## config.mk

```make
export PLATFORM = sky130hd
export DESIGN_NAME = ptm_top
export DESIGN_NICKNAME = d
export VERILOG_FILES = /design/src/ptm_pkg.sv /design/src/ptm_scl_if.sv /design/src/ptm_scaler.sv /design/src/ptm_top.sv
export SDC_FILE = /design/constraint.sdc
export NUM_CORES = 1
export LEC_CHECK = 0
export ABC_AREA = 1
export BUFFER_PORTS_ARGS = -buffer_cell sky130_fd_sc_hd__buf_2
export CORE_AREA = 8 8 83 85
export CTS_BUF_LIST = sky130_fd_sc_hd__clkbuf_4 sky130_fd_sc_hd__clkbuf_8
export DETAILED_ROUTE_END_ITERATION = 10
export DIE_AREA = 0 0 91 93
export HOLD_SLACK_MARGIN = 0.03
export PLACE_DENSITY = 0.86
export SYNTH_ARGS = -nofsm -noshare
export SYNTH_HDL_FRONTEND = slang
export SYNTH_SLANG_ARGS = --single-unit
export TNS_END_PERCENT = 30
```

## constraint.sdc

```tcl
create_clock -name MCLK -period 2.24 [get_ports MCLK]
set_clock_uncertainty 0.15 [all_clocks]
set_input_delay 0.448 -clock MCLK [delete_from_list [all_inputs] [get_ports MCLK]]
set_output_delay 0.448 -clock MCLK [all_outputs]
set_load 0.05 [all_outputs]
```

## src/ptm_pkg.sv

```systemverilog
`default_nettype none

package ptm_pkg;

  // ------------------------------------------------------------
  // register indices (byte address is four times the index)
  // ------------------------------------------------------------
  localparam int unsigned WB_AW = 10;
  localparam logic [7:0] IDX_GLOBAL_INTERRUPT_CONTROL = 8'h0b;
  localparam logic [7:0] IDX_PERIPHERAL_IRQ_FLAGS = 8'h0c;
  localparam logic [7:0] IDX_PERIOD_TIMER_COUNT = 8'h11;
  localparam logic [7:0] IDX_PERIOD_TIMER_CONTROL = 8'h12;
  localparam logic [7:0] IDX_PERIPHERAL_IRQ_ENABLES = 8'h8c;
  localparam logic [7:0] IDX_PERIOD_LIMIT = 8'h92;

  // ------------------------------------------------------------
  // reset values and field positions
  // ------------------------------------------------------------
  localparam logic [7:0] RST_COUNT = 8'h00;
  localparam logic [7:0] RST_PERIOD = 8'hff;
  localparam logic [6:0] RST_CONTROL = 7'h00;
  localparam int unsigned CTL_PRESC_LSB = 0;
  localparam int unsigned CTL_RUN_BIT = 2;
  localparam int unsigned CTL_POST_LSB = 3;
  localparam int unsigned MATCH_FLAG_BIT = 1;
  localparam int unsigned MATCH_ENABLE_BIT = 1;

  // ------------------------------------------------------------
  // timing
  // ------------------------------------------------------------
  localparam int unsigned INST_DIV = 4; // oscillator cycles per instruction cycle
  localparam logic [1:0] PRESC_DIV1 = 2'h0;
  localparam logic [1:0] PRESC_DIV4 = 2'h1;
  localparam logic [3:0] PRESC_LAST1 = 4'h0;
  localparam logic [3:0] PRESC_LAST4 = 4'h3;
  localparam logic [3:0] PRESC_LAST16 = 4'hf;

  // last prescaler count before a timer advance; 1x means sixteen
  function automatic logic [3:0] ptm_presc_last(input logic [1:0] sel);
    logic [3:0] r;
    r = PRESC_LAST16;
    if (sel == PRESC_DIV1) begin
      r = PRESC_LAST1;
    end else if (sel == PRESC_DIV4) begin
      r = PRESC_LAST4;
    end
    return r;
  endfunction

endpackage

`default_nettype wire

```

## src/ptm_scl_if.sv

```systemverilog
`default_nettype none

// scaler control and events between the register side and the scalers
interface ptm_scl_if;
  logic clr;
  logic run;
  logic [1:0] presc_sel;
  logic [3:0] post_sel;
  logic match;
  logic tick;
  logic post_evt;

  modport ctl (output clr, output run, output presc_sel, output post_sel, output match,
               input tick, input post_evt);
  modport scl (input clr, input run, input presc_sel, input post_sel, input match,
               output tick, output post_evt);
endinterface

`default_nettype wire

```

## src/ptm_scaler.sv

```systemverilog
`default_nettype none

module ptm_scaler #(
  parameter int unsigned INST_DIV = ptm_pkg::INST_DIV
) (
  // clock and reset
  input wire logic MCLK,
  input wire logic RST,
  // scaler control and events
  ptm_scl_if.scl s
);
  import ptm_pkg::*;

  localparam int unsigned IW = (INST_DIV > 1) ? $clog2(INST_DIV) : 1;
  localparam logic [IW-1:0] INST_LAST = IW'(INST_DIV - 1);

  // the divider needs at least two phases to make a one-cycle enable
  if (INST_DIV < 2) begin : g_bad_div
    $error("ptm_scaler: INST_DIV must be at least 2");
  end

  logic [IW-1:0] inst_cnt, next_inst_cnt;
  logic [3:0] pre_cnt, next_pre_cnt;
  logic [3:0] post_cnt, next_post_cnt;
  logic inst_en;
  logic pre_wrap;

  // ------------------------------------------------------------
  // dividers
  // ------------------------------------------------------------
  // instruction clock runs free; writes must not shift its phase
  always_comb begin
    inst_en = (inst_cnt == INST_LAST);
    next_inst_cnt = inst_en ? '0 : inst_cnt + 1'b1;
    pre_wrap = (pre_cnt == ptm_presc_last(s.presc_sel));
    s.tick = s.run && inst_en && pre_wrap && !s.clr;
    next_pre_cnt = pre_cnt;
    if (s.clr) begin
      next_pre_cnt = 4'h0;
    end else if (s.run && inst_en) begin
      next_pre_cnt = pre_wrap ? 4'h0 : pre_cnt + 4'h1;
    end
    s.post_evt = s.match && (post_cnt == s.post_sel) && !s.clr;
    next_post_cnt = post_cnt;
    if (s.clr) begin
      next_post_cnt = 4'h0;
    end else if (s.match) begin
      next_post_cnt = (post_cnt == s.post_sel) ? 4'h0 : post_cnt + 4'h1;
    end
  end

  // register the divider state
  always_ff @(posedge MCLK) begin
    if (RST) begin
      inst_cnt <= '0;
      pre_cnt <= 4'h0;
      post_cnt <= 4'h0;
    end else begin
      inst_cnt <= next_inst_cnt;
      pre_cnt <= next_pre_cnt;
      post_cnt <= next_post_cnt;
    end
  end
endmodule

`default_nettype wire

```

## src/ptm_top.sv

```systemverilog
// Local design decision: register access over Wishbone.
`default_nettype none

module ptm_top #(
  parameter int unsigned TMR_W = 8
) (
  // clock and reset
  input wire logic MCLK,
  input wire logic RST,
  // wishbone slave
  input wire logic WB_CYC_I,
  input wire logic WB_STB_I,
  input wire logic WB_WE_I,
  input wire logic [ptm_pkg::WB_AW-1:0] WB_ADR_I,
  input wire logic [3:0] WB_SEL_I,
  input wire logic [31:0] WB_DAT_I,
  output logic [31:0] WB_DAT_O,
  output logic WB_ACK_O,
  // time base to sync serial port and pwm units
  output logic MATCH_PULSE,
  output logic [7:0] TIME_BASE_COUNT,
  // interrupt request
  output logic MATCH_IRQ
);
  import ptm_pkg::*;

  // refused at elaboration; the register map has no room for a wider count
  if (TMR_W != 8) begin : g_bad_width
    $error("ptm_top: only an 8-bit timer is supported");
  end

  ptm_scl_if scl_bus ();

  ptm_scaler #(
    .INST_DIV(INST_DIV)
  ) u_scaler (
    .MCLK(MCLK),
    .RST(RST),
    .s(scl_bus.scl)
  );

  logic [7:0] count, next_count;
  logic [7:0] period, next_period;
  logic [6:0] control, next_control;
  logic match_flag, next_match_flag;
  logic match_irq_enable, next_match_irq_enable;
  logic ack, next_ack;
  logic [31:0] rdata, next_rdata;
  logic match_pulse, next_match_pulse;
  logic irq, next_irq;

  logic access;
  logic wr_go;
  logic [7:0] idx;
  logic count_wr;
  logic control_wr;
  logic period_wr;
  logic flags_wr;
  logic enables_wr;
  logic match;

  // ------------------------------------------------------------
  // bus decode
  // ------------------------------------------------------------
  // writes land on the edge where ack is seen, matching a classic master
  always_comb begin
    access = WB_CYC_I && WB_STB_I;
    idx = WB_ADR_I[WB_AW-1:2];
    wr_go = access && WB_WE_I && ack && WB_SEL_I[0];
    count_wr = wr_go && (idx == IDX_PERIOD_TIMER_COUNT);
    control_wr = wr_go && (idx == IDX_PERIOD_TIMER_CONTROL);
    period_wr = wr_go && (idx == IDX_PERIOD_LIMIT);
    flags_wr = wr_go && (idx == IDX_PERIPHERAL_IRQ_FLAGS);
    enables_wr = wr_go && (idx == IDX_PERIPHERAL_IRQ_ENABLES);
  end

  // one wait state, ack for exactly one cycle
  always_comb begin
    next_ack = access && !ack;
    next_rdata = rdata;
    if (access && !ack) begin
      next_rdata = 32'h0000_0000; // unmapped and global control read zero
      case (idx)
        IDX_PERIOD_TIMER_COUNT: next_rdata = {24'h00_0000, count};
        IDX_PERIOD_TIMER_CONTROL: next_rdata = {24'h00_0000, 1'b0, control};
        IDX_PERIOD_LIMIT: next_rdata = {24'h00_0000, period};
        IDX_PERIPHERAL_IRQ_FLAGS: next_rdata = 32'(match_flag) << MATCH_FLAG_BIT;
        IDX_PERIPHERAL_IRQ_ENABLES: next_rdata = 32'(match_irq_enable) << MATCH_ENABLE_BIT;
        default: next_rdata = 32'h0000_0000;
      endcase
    end
  end

  // ------------------------------------------------------------
  // scaler control
  // ------------------------------------------------------------
  always_comb begin
    scl_bus.clr = count_wr || control_wr;
    scl_bus.run = control[CTL_RUN_BIT];
    scl_bus.presc_sel = control[CTL_PRESC_LSB +: 2];
    scl_bus.post_sel = control[CTL_POST_LSB +: 4];
    match = scl_bus.tick && (count == period);
    scl_bus.match = match;
  end

  // ------------------------------------------------------------
  // timer state
  // ------------------------------------------------------------
  // a count write beats a coinciding advance; tick is already masked by it
  always_comb begin
    next_count = count;
    if (count_wr) begin
      next_count = WB_DAT_I[7:0];
    end else if (scl_bus.tick) begin
      next_count = match ? 8'h00 : count + 8'h01;
    end
    next_period = period_wr ? WB_DAT_I[7:0] : period;
    next_control = control_wr ? WB_DAT_I[6:0] : control;
    next_match_irq_enable = enables_wr ? WB_DAT_I[MATCH_ENABLE_BIT] : match_irq_enable;
    // hardware set wins over a software clear in the same cycle
    next_match_flag = match_flag;
    if (scl_bus.post_evt) begin
      next_match_flag = 1'b1;
    end else if (flags_wr) begin
      next_match_flag = WB_DAT_I[MATCH_FLAG_BIT];
    end
    next_match_pulse = match;
    next_irq = next_match_flag && next_match_irq_enable;
  end

  // register all state
  always_ff @(posedge MCLK) begin
    if (RST) begin
      count <= RST_COUNT;
      period <= RST_PERIOD;
      control <= RST_CONTROL;
      match_flag <= 1'b0;
      match_irq_enable <= 1'b0;
      ack <= 1'b0;
      rdata <= 32'h0000_0000;
      match_pulse <= 1'b0;
      irq <= 1'b0;
    end else begin
      count <= next_count;
      period <= next_period;
      control <= next_control;
      match_flag <= next_match_flag;
      match_irq_enable <= next_match_irq_enable;
      ack <= next_ack;
      rdata <= next_rdata;
      match_pulse <= next_match_pulse;
      irq <= next_irq;
    end
  end

  // ------------------------------------------------------------
  // outputs
  // ------------------------------------------------------------
  // all straight from flops; the pwm units compare against the live count
  always_comb begin
    WB_ACK_O = ack;
    WB_DAT_O = rdata;
    MATCH_PULSE = match_pulse;
    TIME_BASE_COUNT = count;
    MATCH_IRQ = irq;
  end
endmodule

`default_nettype wire

```

# == Yosys cells after proc, flatten, opt, wreduce, memory -nomap -nowiden ==
# Index checks and enable logic that the tools add are counted.
# word_totals
reg_bits,70
input_bits,51
out_inout_bits,43
elab_cells,61
# classes
addsub,4
eq_ne,10
n_mux,11
n_reduce_logical,24
# op_table
operator,n
$pmux 8 s5,1
$mux 8,3
$logic_and 1x1->1,17
$eq 8x5->1 const B,2
$eq 8x8->1 const B,2
$mux 4,4
$add 4x1->4 const B,2
$add 8x1->8 const B,1
$eq 4x4->1,2
$eq 8x4->1 const B,1
$eq 8x8->1,1
$reduce_or 2->1,2
$mux 1,3
$add 2x1->2 const B,1
$eq 2x1->1 const B,1
$eq 2x2->1 const B,1
$logic_not 1->1,2
$logic_not 2->1,1
$reduce_bool 2->1,1
$logic_or 1x1->1,1

# == Logic depth before layout (Yosys ltp) ==
# logic_depth
ltp_word,13
ltp_mapped,11
ltp_nobuf,11

# == Hierarchy ==
# A second synthesis with hierarchy kept.
# unflattened
hier_cells,427
area_unflattened_um2,2845.2
# modules_own_cells
mod,instances,cells_each,area_per_inst_um2,seq_area_each_um2
ptm_top,1,348,2273.4,720.7
ptm_scaler,1,79,571.8,200.2

# == Worst setup path before layout ==
# OpenSTA, ideal clock, no wires.
# synth_timing
path_type,flip-flop to flip-flop
start,reg ack (netlist: WB_ACK_O)
end,reg match_flag
setup_ns,0.128
arrival_ns,1.614
t_required_ns,1.962
setup_slack_ns,0.348
stages_incl_launch_ff,11
synth_period_minus_slack_ns,1.892
path_cell_list,dfxtp_1 > nand3_2 > nor2_8 > nand3_4 > buf_6 > nand3_4 > nor2_4 > nand2_4 > o21ai_2 > inv_2 > nor2_1
# synth_between
elab_chain_len,10
word_cells_on_any_way,13
classes_between,mux (2); reduce/logical (11)
# synth_rtl
item,line_no,source
start: declaration,ptm_top.sv:47,"logic ack, next_ack;"
start signal: assignment,ptm_top.sv:149,ack <= next_ack;
$logic_and 1x1->1 (*) (2 in a row),ptm_top.sv:69,wr_go = access && WB_WE_I && ack && WB_SEL_I[0];
"$logic_and 1x1->1, on equally long branches","ptm_top.sv:70, ptm_top.sv:71",
$logic_or 1x1->1,ptm_top.sv:98,scl_bus.clr = count_wr || control_wr;
$logic_not 1->1,"ptm_scaler.sv:36, ptm_scaler.sv:43",
$logic_and 1x1->1,ptm_scaler.sv:36,s.tick = s.run && inst_en && pre_wrap && !s.clr;
$logic_and 1x1->1,ptm_top.sv:102,match = scl_bus.tick && (count == period);
$logic_and 1x1->1 (2 in a row),ptm_scaler.sv:43,s.post_evt = s.match && (post_cnt == s.post_sel) && !s.clr;
$mux 1 (*),ptm_top.sv:122,if (scl_bus.post_evt) begin
end signal: assignment,ptm_top.sv:147,match_flag <= next_match_flag;
end: declaration,ptm_top.sv:45,"logic match_flag, next_match_flag;"
# Mark *: on every way between the ends. The rest lies on a longest branch, timed or not.
# A chain may end at the register's enable or synchronous reset.

# == Worst setup path after layout ==
# layout_timing
start,reg count[2] (netlist: TIME_BASE_COUNT[2])
end,out TIME_BASE_COUNT[2]
# layout_lines
item,line_no,source
start: declaration,ptm_top.sv:42,"logic [7:0] count, next_count;"
start signal: assignment,ptm_top.sv:144,count <= next_count;
end: declaration,ptm_top.sv:21,"output logic [7:0] TIME_BASE_COUNT,"
# No word-level cell between the ends.

==> flow_results.org <==
** Final layout
- Number of nets in the layout :: 483
- Measured on the finished design, the core utilization comes to between 50% and 60%.
- Cells with a size suffix above 1 make up 22.1% of the layout.
- The number of antenna diodes in the final layout is 0.
- From synthesis to final layout, the design area changed by 9.69%.

** Critical path
- The slowest stage of the critical path is the sky130_fd_sc_hd__dfxtp_1 cell.
- Crit path buffers/inverters :: 1
- Critical path's top delay family :: flip-flops
- R2R Path End :: u_scaler.post_cnt[0]$_SDFFE_PP0N_
- The critical path goes through buf_2.
- At the worst endpoint, the arrival time is around 1200 ps.
- The worst register-to-register path has a depth of 8.
- Reg-to-reg critical path startpoint :: WB_ACK_O$_SDFF_PP0_
- Reg-to-reg setup timing slack :: 460 ps
- Worst Setup SP :: TIME_BASE_COUNT[2]$_SDFFE_PP0P_
- In this design, the stage delay of the slowest critical-path cell is 550 ps.
- STA classifies the critical path startpoint as a flip-flop.
- Type of the setup path with the least slack :: reg -> out
- Endpoint type of the worst setup path :: output port
- Max Fanout on Critical Path :: 8
- Data on the critical path is required at its endpoint by about 1600 ps.

** Outcome
- Status :: finished clean

** Timing
- Setup repair after global routing missed its margin :: no
- The worst path uses 80.3% of the clock period.
- Total Negative Setup Slacks :: 0 ps
- Setup violations remaining at the end of the flow were counted as 0.
- Count of final hold-check violations :: 0
- Based on the critical path, the design can be clocked at up to 556 MHz.
- The worst path in the final design needs a cycle of 1800 ps, including I/O delays and setup.
- The number of max-slew violations in the final report is 0.

** Clock network
- CTS Buffer Depth :: 2
- TritonCTS built the clock tree.
- The clock drives 46 sinks.
- Post-CTS repair changed the size of 0 cells.
- Clock-pin slew was measured on the worst setup and hold paths at 90 ps.
- Total clock buffers created by CTS :: 5
- After clock tree synthesis, the flow added hold-fix buffers numbering 0.
- H-tree lvl count :: 2
- Buffers added to address setup during post-CTS repair amount to 0.
- The clock reaches the later pin of the worst-skew pair after 300 ps.
- Root Driver :: sky130_fd_sc_hd__clkbuf_8

** Route
- # DRC :: 0
- DR pass1 iterations :: 5
- DR vias/cell :: 5.03
- After detailed routing, the total wire length is 6.67 mm.
- Number of DRC markers after the initial detailed-route iteration :: 136
- Dividing the detail-routed wire length by the instance count gives 13.2 µm.
- For this block, the via count after detailed routing is 2,537.
- In this run the remaining antenna-violating nets after routing total 0.

** Yosys
- Warning count from the yosys run :: 0
- Seq cells post-synth :: 46
- Mean post-synth cell area :: 7.31 µm²
- Area leader, netlist :: sky130_fd_sc_hd__dfxtp_1
- Count of flip-flops with a built-in enable after synthesis :: 0
- Most instantiated flip-flop cell in the synthesis netlist :: sky130_fd_sc_hd__dfxtp_1
- In this run the cell area of the synthesized design comes to 0.00283 mm².
- Fraction of registers with async set/reset :: 0%
- The cell count after synthesis came out at 387.
- Synth top area share :: 32.6%
- Largest cells by area after synthesis :: sky130_fd_sc_hd__dfxtp_1 33%, sky130_fd_sc_hd__nand2_1 13%, sky130_fd_sc_hd__buf_4 6.6%
- Distinct cell type count after synthesis :: 40
- Seq/Total Area, Yosys :: 32.6%

** Die
- The core region is 0.00568 mm².
- Chip width :: 91 µm
- Rows :: 28
- The die covers approximately 0.0085 mm².
- I/O pin cnt :: 94
- Once the floorplan was initialized, standard cells occupied between 40 and 50% of the core.
- Measured along the y axis, the die boundary spans 93 µm.

** Worst hold path
- The min-delay analysis places its worst path in the category in -> reg.
- For hold timing, the worst endpoint is period[7]$_SDFFE_PP1P_.
- The worst hold path begins at WB_DAT_I[7].
- Worst hold path depth :: 3

** Power and ir drop
- Leakage Power :: roughly 0.0015 µW
- Max VDD drop :: roughly 0.31 mV
- The design draws 1630 µW.
- Dividing total power by cell area gives a power density of approximately 530 mW/mm².

** Place
- The HPWL after detailed placement is 5.19 mm.
- Final estimated routing congestion in global placement :: 0.932
- Number of port buffers :: 40

** Global route
- The first global-routing pass estimated around 11 mm of wire.
- The number of antenna violations at the first check in global routing is 0.
- Global routing used 15.6% of the available tracks.
- The number of global-route vias before repair came to approximately 2,400.
- Entering global routing, the biggest net connects 20 pins.
- Global routing finished with a remaining overflow of 0.

** Flow run
- Max-Cap Viols :: 0
through the flow:
stage	setup slack [ps]	std cells	hold slack, ps	instance area [µm²]
finish	442	504	222	3100
global route	277	504	267	3100
CTS	446	504	226	3100
detailed placement	274	496	276	2990
global placement	299	496	264	2990
floorplan	348	410	254	2910
layout by cell type (no fill, tap or decap), drive strengths merged, types with 5 or more instances in the layout:
| master | count |
|---|---|
| xor2 | 7 |
| buf | 45 |
| clkbuf | 5 |
| nand4 | 10 |
| o21ai | 13 |
| xnor2 | 12 |
| nor2 | 35 |
| o211ai | 5 |
| nand3 | 27 |
| nor3 | 5 |
| inv | 42 |
| dfxtp | 46 |
| nand2 | 106 |
| a21oi | 30 |
| conb | 24 |
registers in the layout, indices dropped and copies added, names as in the netlist:
| name | cells |
|---|---|
| WB_ACK_O | 1 |
| u_scaler.inst_cnt | 2 |
| u_scaler.post_cnt | 4 |
| MATCH_IRQ | 1 |
| control | 7 |
| WB_DAT_O | 8 |
| match_irq_enable | 1 |
| period | 8 |
| match_flag | 1 |
| MATCH_PULSE | 1 |
| u_scaler.pre_cnt | 4 |
| TIME_BASE_COUNT | 8 |
routing by layer:
metal	track usage, %	up-vias	part of all wire [%]
met1	17.6	1141	40
met5	0	-	0
met4	7.91	0	3.6
met3	4.01	22	7.5
li1	-	1274	-
met2	26.9	100	49
power by group:
| part | leakage [µW] | switching (µW) | internal, µW | total (µW) |
|---|---|---|---|---|
| clock | 0.0000579 | 291 | 329 | 620 |
| sequential | 0.000372 | 3.09 | 824 | 827 |
| combinational | 0.00107 | 151 | 30.7 | 182 |
synthesized netlist by cell type (4+ instances only):
master / count
sky130_fd_sc_hd__nand2_1: 97
sky130_fd_sc_hd__dfxtp_1: 46
sky130_fd_sc_hd__inv_1: 36
sky130_fd_sc_hd__a21oi_1: 29
sky130_fd_sc_hd__buf_4: 25
sky130_fd_sc_hd__nand3_1: 22
sky130_fd_sc_hd__nor2_1: 21
sky130_fd_sc_hd__nand4_1: 10
sky130_fd_sc_hd__o21ai_0: 10
sky130_fd_sc_hd__xnor2_1: 9
sky130_fd_sc_hd__nor2_2: 8
sky130_fd_sc_hd__xor2_1: 7
sky130_fd_sc_hd__inv_2: 6
sky130_fd_sc_hd__nand2_2: 6
sky130_fd_sc_hd__nor2_4: 5
sky130_fd_sc_hd__o211ai_1: 5
sky130_fd_sc_hd__buf_6: 4
sky130_fd_sc_hd__ha_1: 4
sky130_fd_sc_hd__nor3_1: 4
worst max path at each step:
stage / end / slack, ps / cells past startpoint
2_1_floorplan: match_flag$_SDFF_PP0_ / 350 / 10
3_3_place_gp: TIME_BASE_COUNT[6]$_SDFFE_PP0P_ / 300 / 10
3_5_place_dp: TIME_BASE_COUNT[6]$_SDFFE_PP0P_ / 270 / 10
4_1_cts: TIME_BASE_COUNT[2] / 450 / 1
5_1_grt: TIME_BASE_COUNT[6]$_SDFFE_PP0P_ / 280 / 11
6_report: TIME_BASE_COUNT[2] / 440 / 1
layout make-up:
cell class,instances,area [µm²]
fillers,557,2570
flip-flops and latches,46,921
clock buffers,5,68.8
clock inverters,3,40.0
repair buffers,45,238
inverters,43,163
multi-input cells,287,1580
well taps,75,93.8
logic make-up after synthesis:
kind of cell,share of synthesized area [%]
compound gates,11.1
xor+xnor,6.68
fa+ha+maj,1.77
buf+inv,14.7
flops,32.6
other cells,0.133
simple gates,33.1
Power figures use the tool's default switching activity.
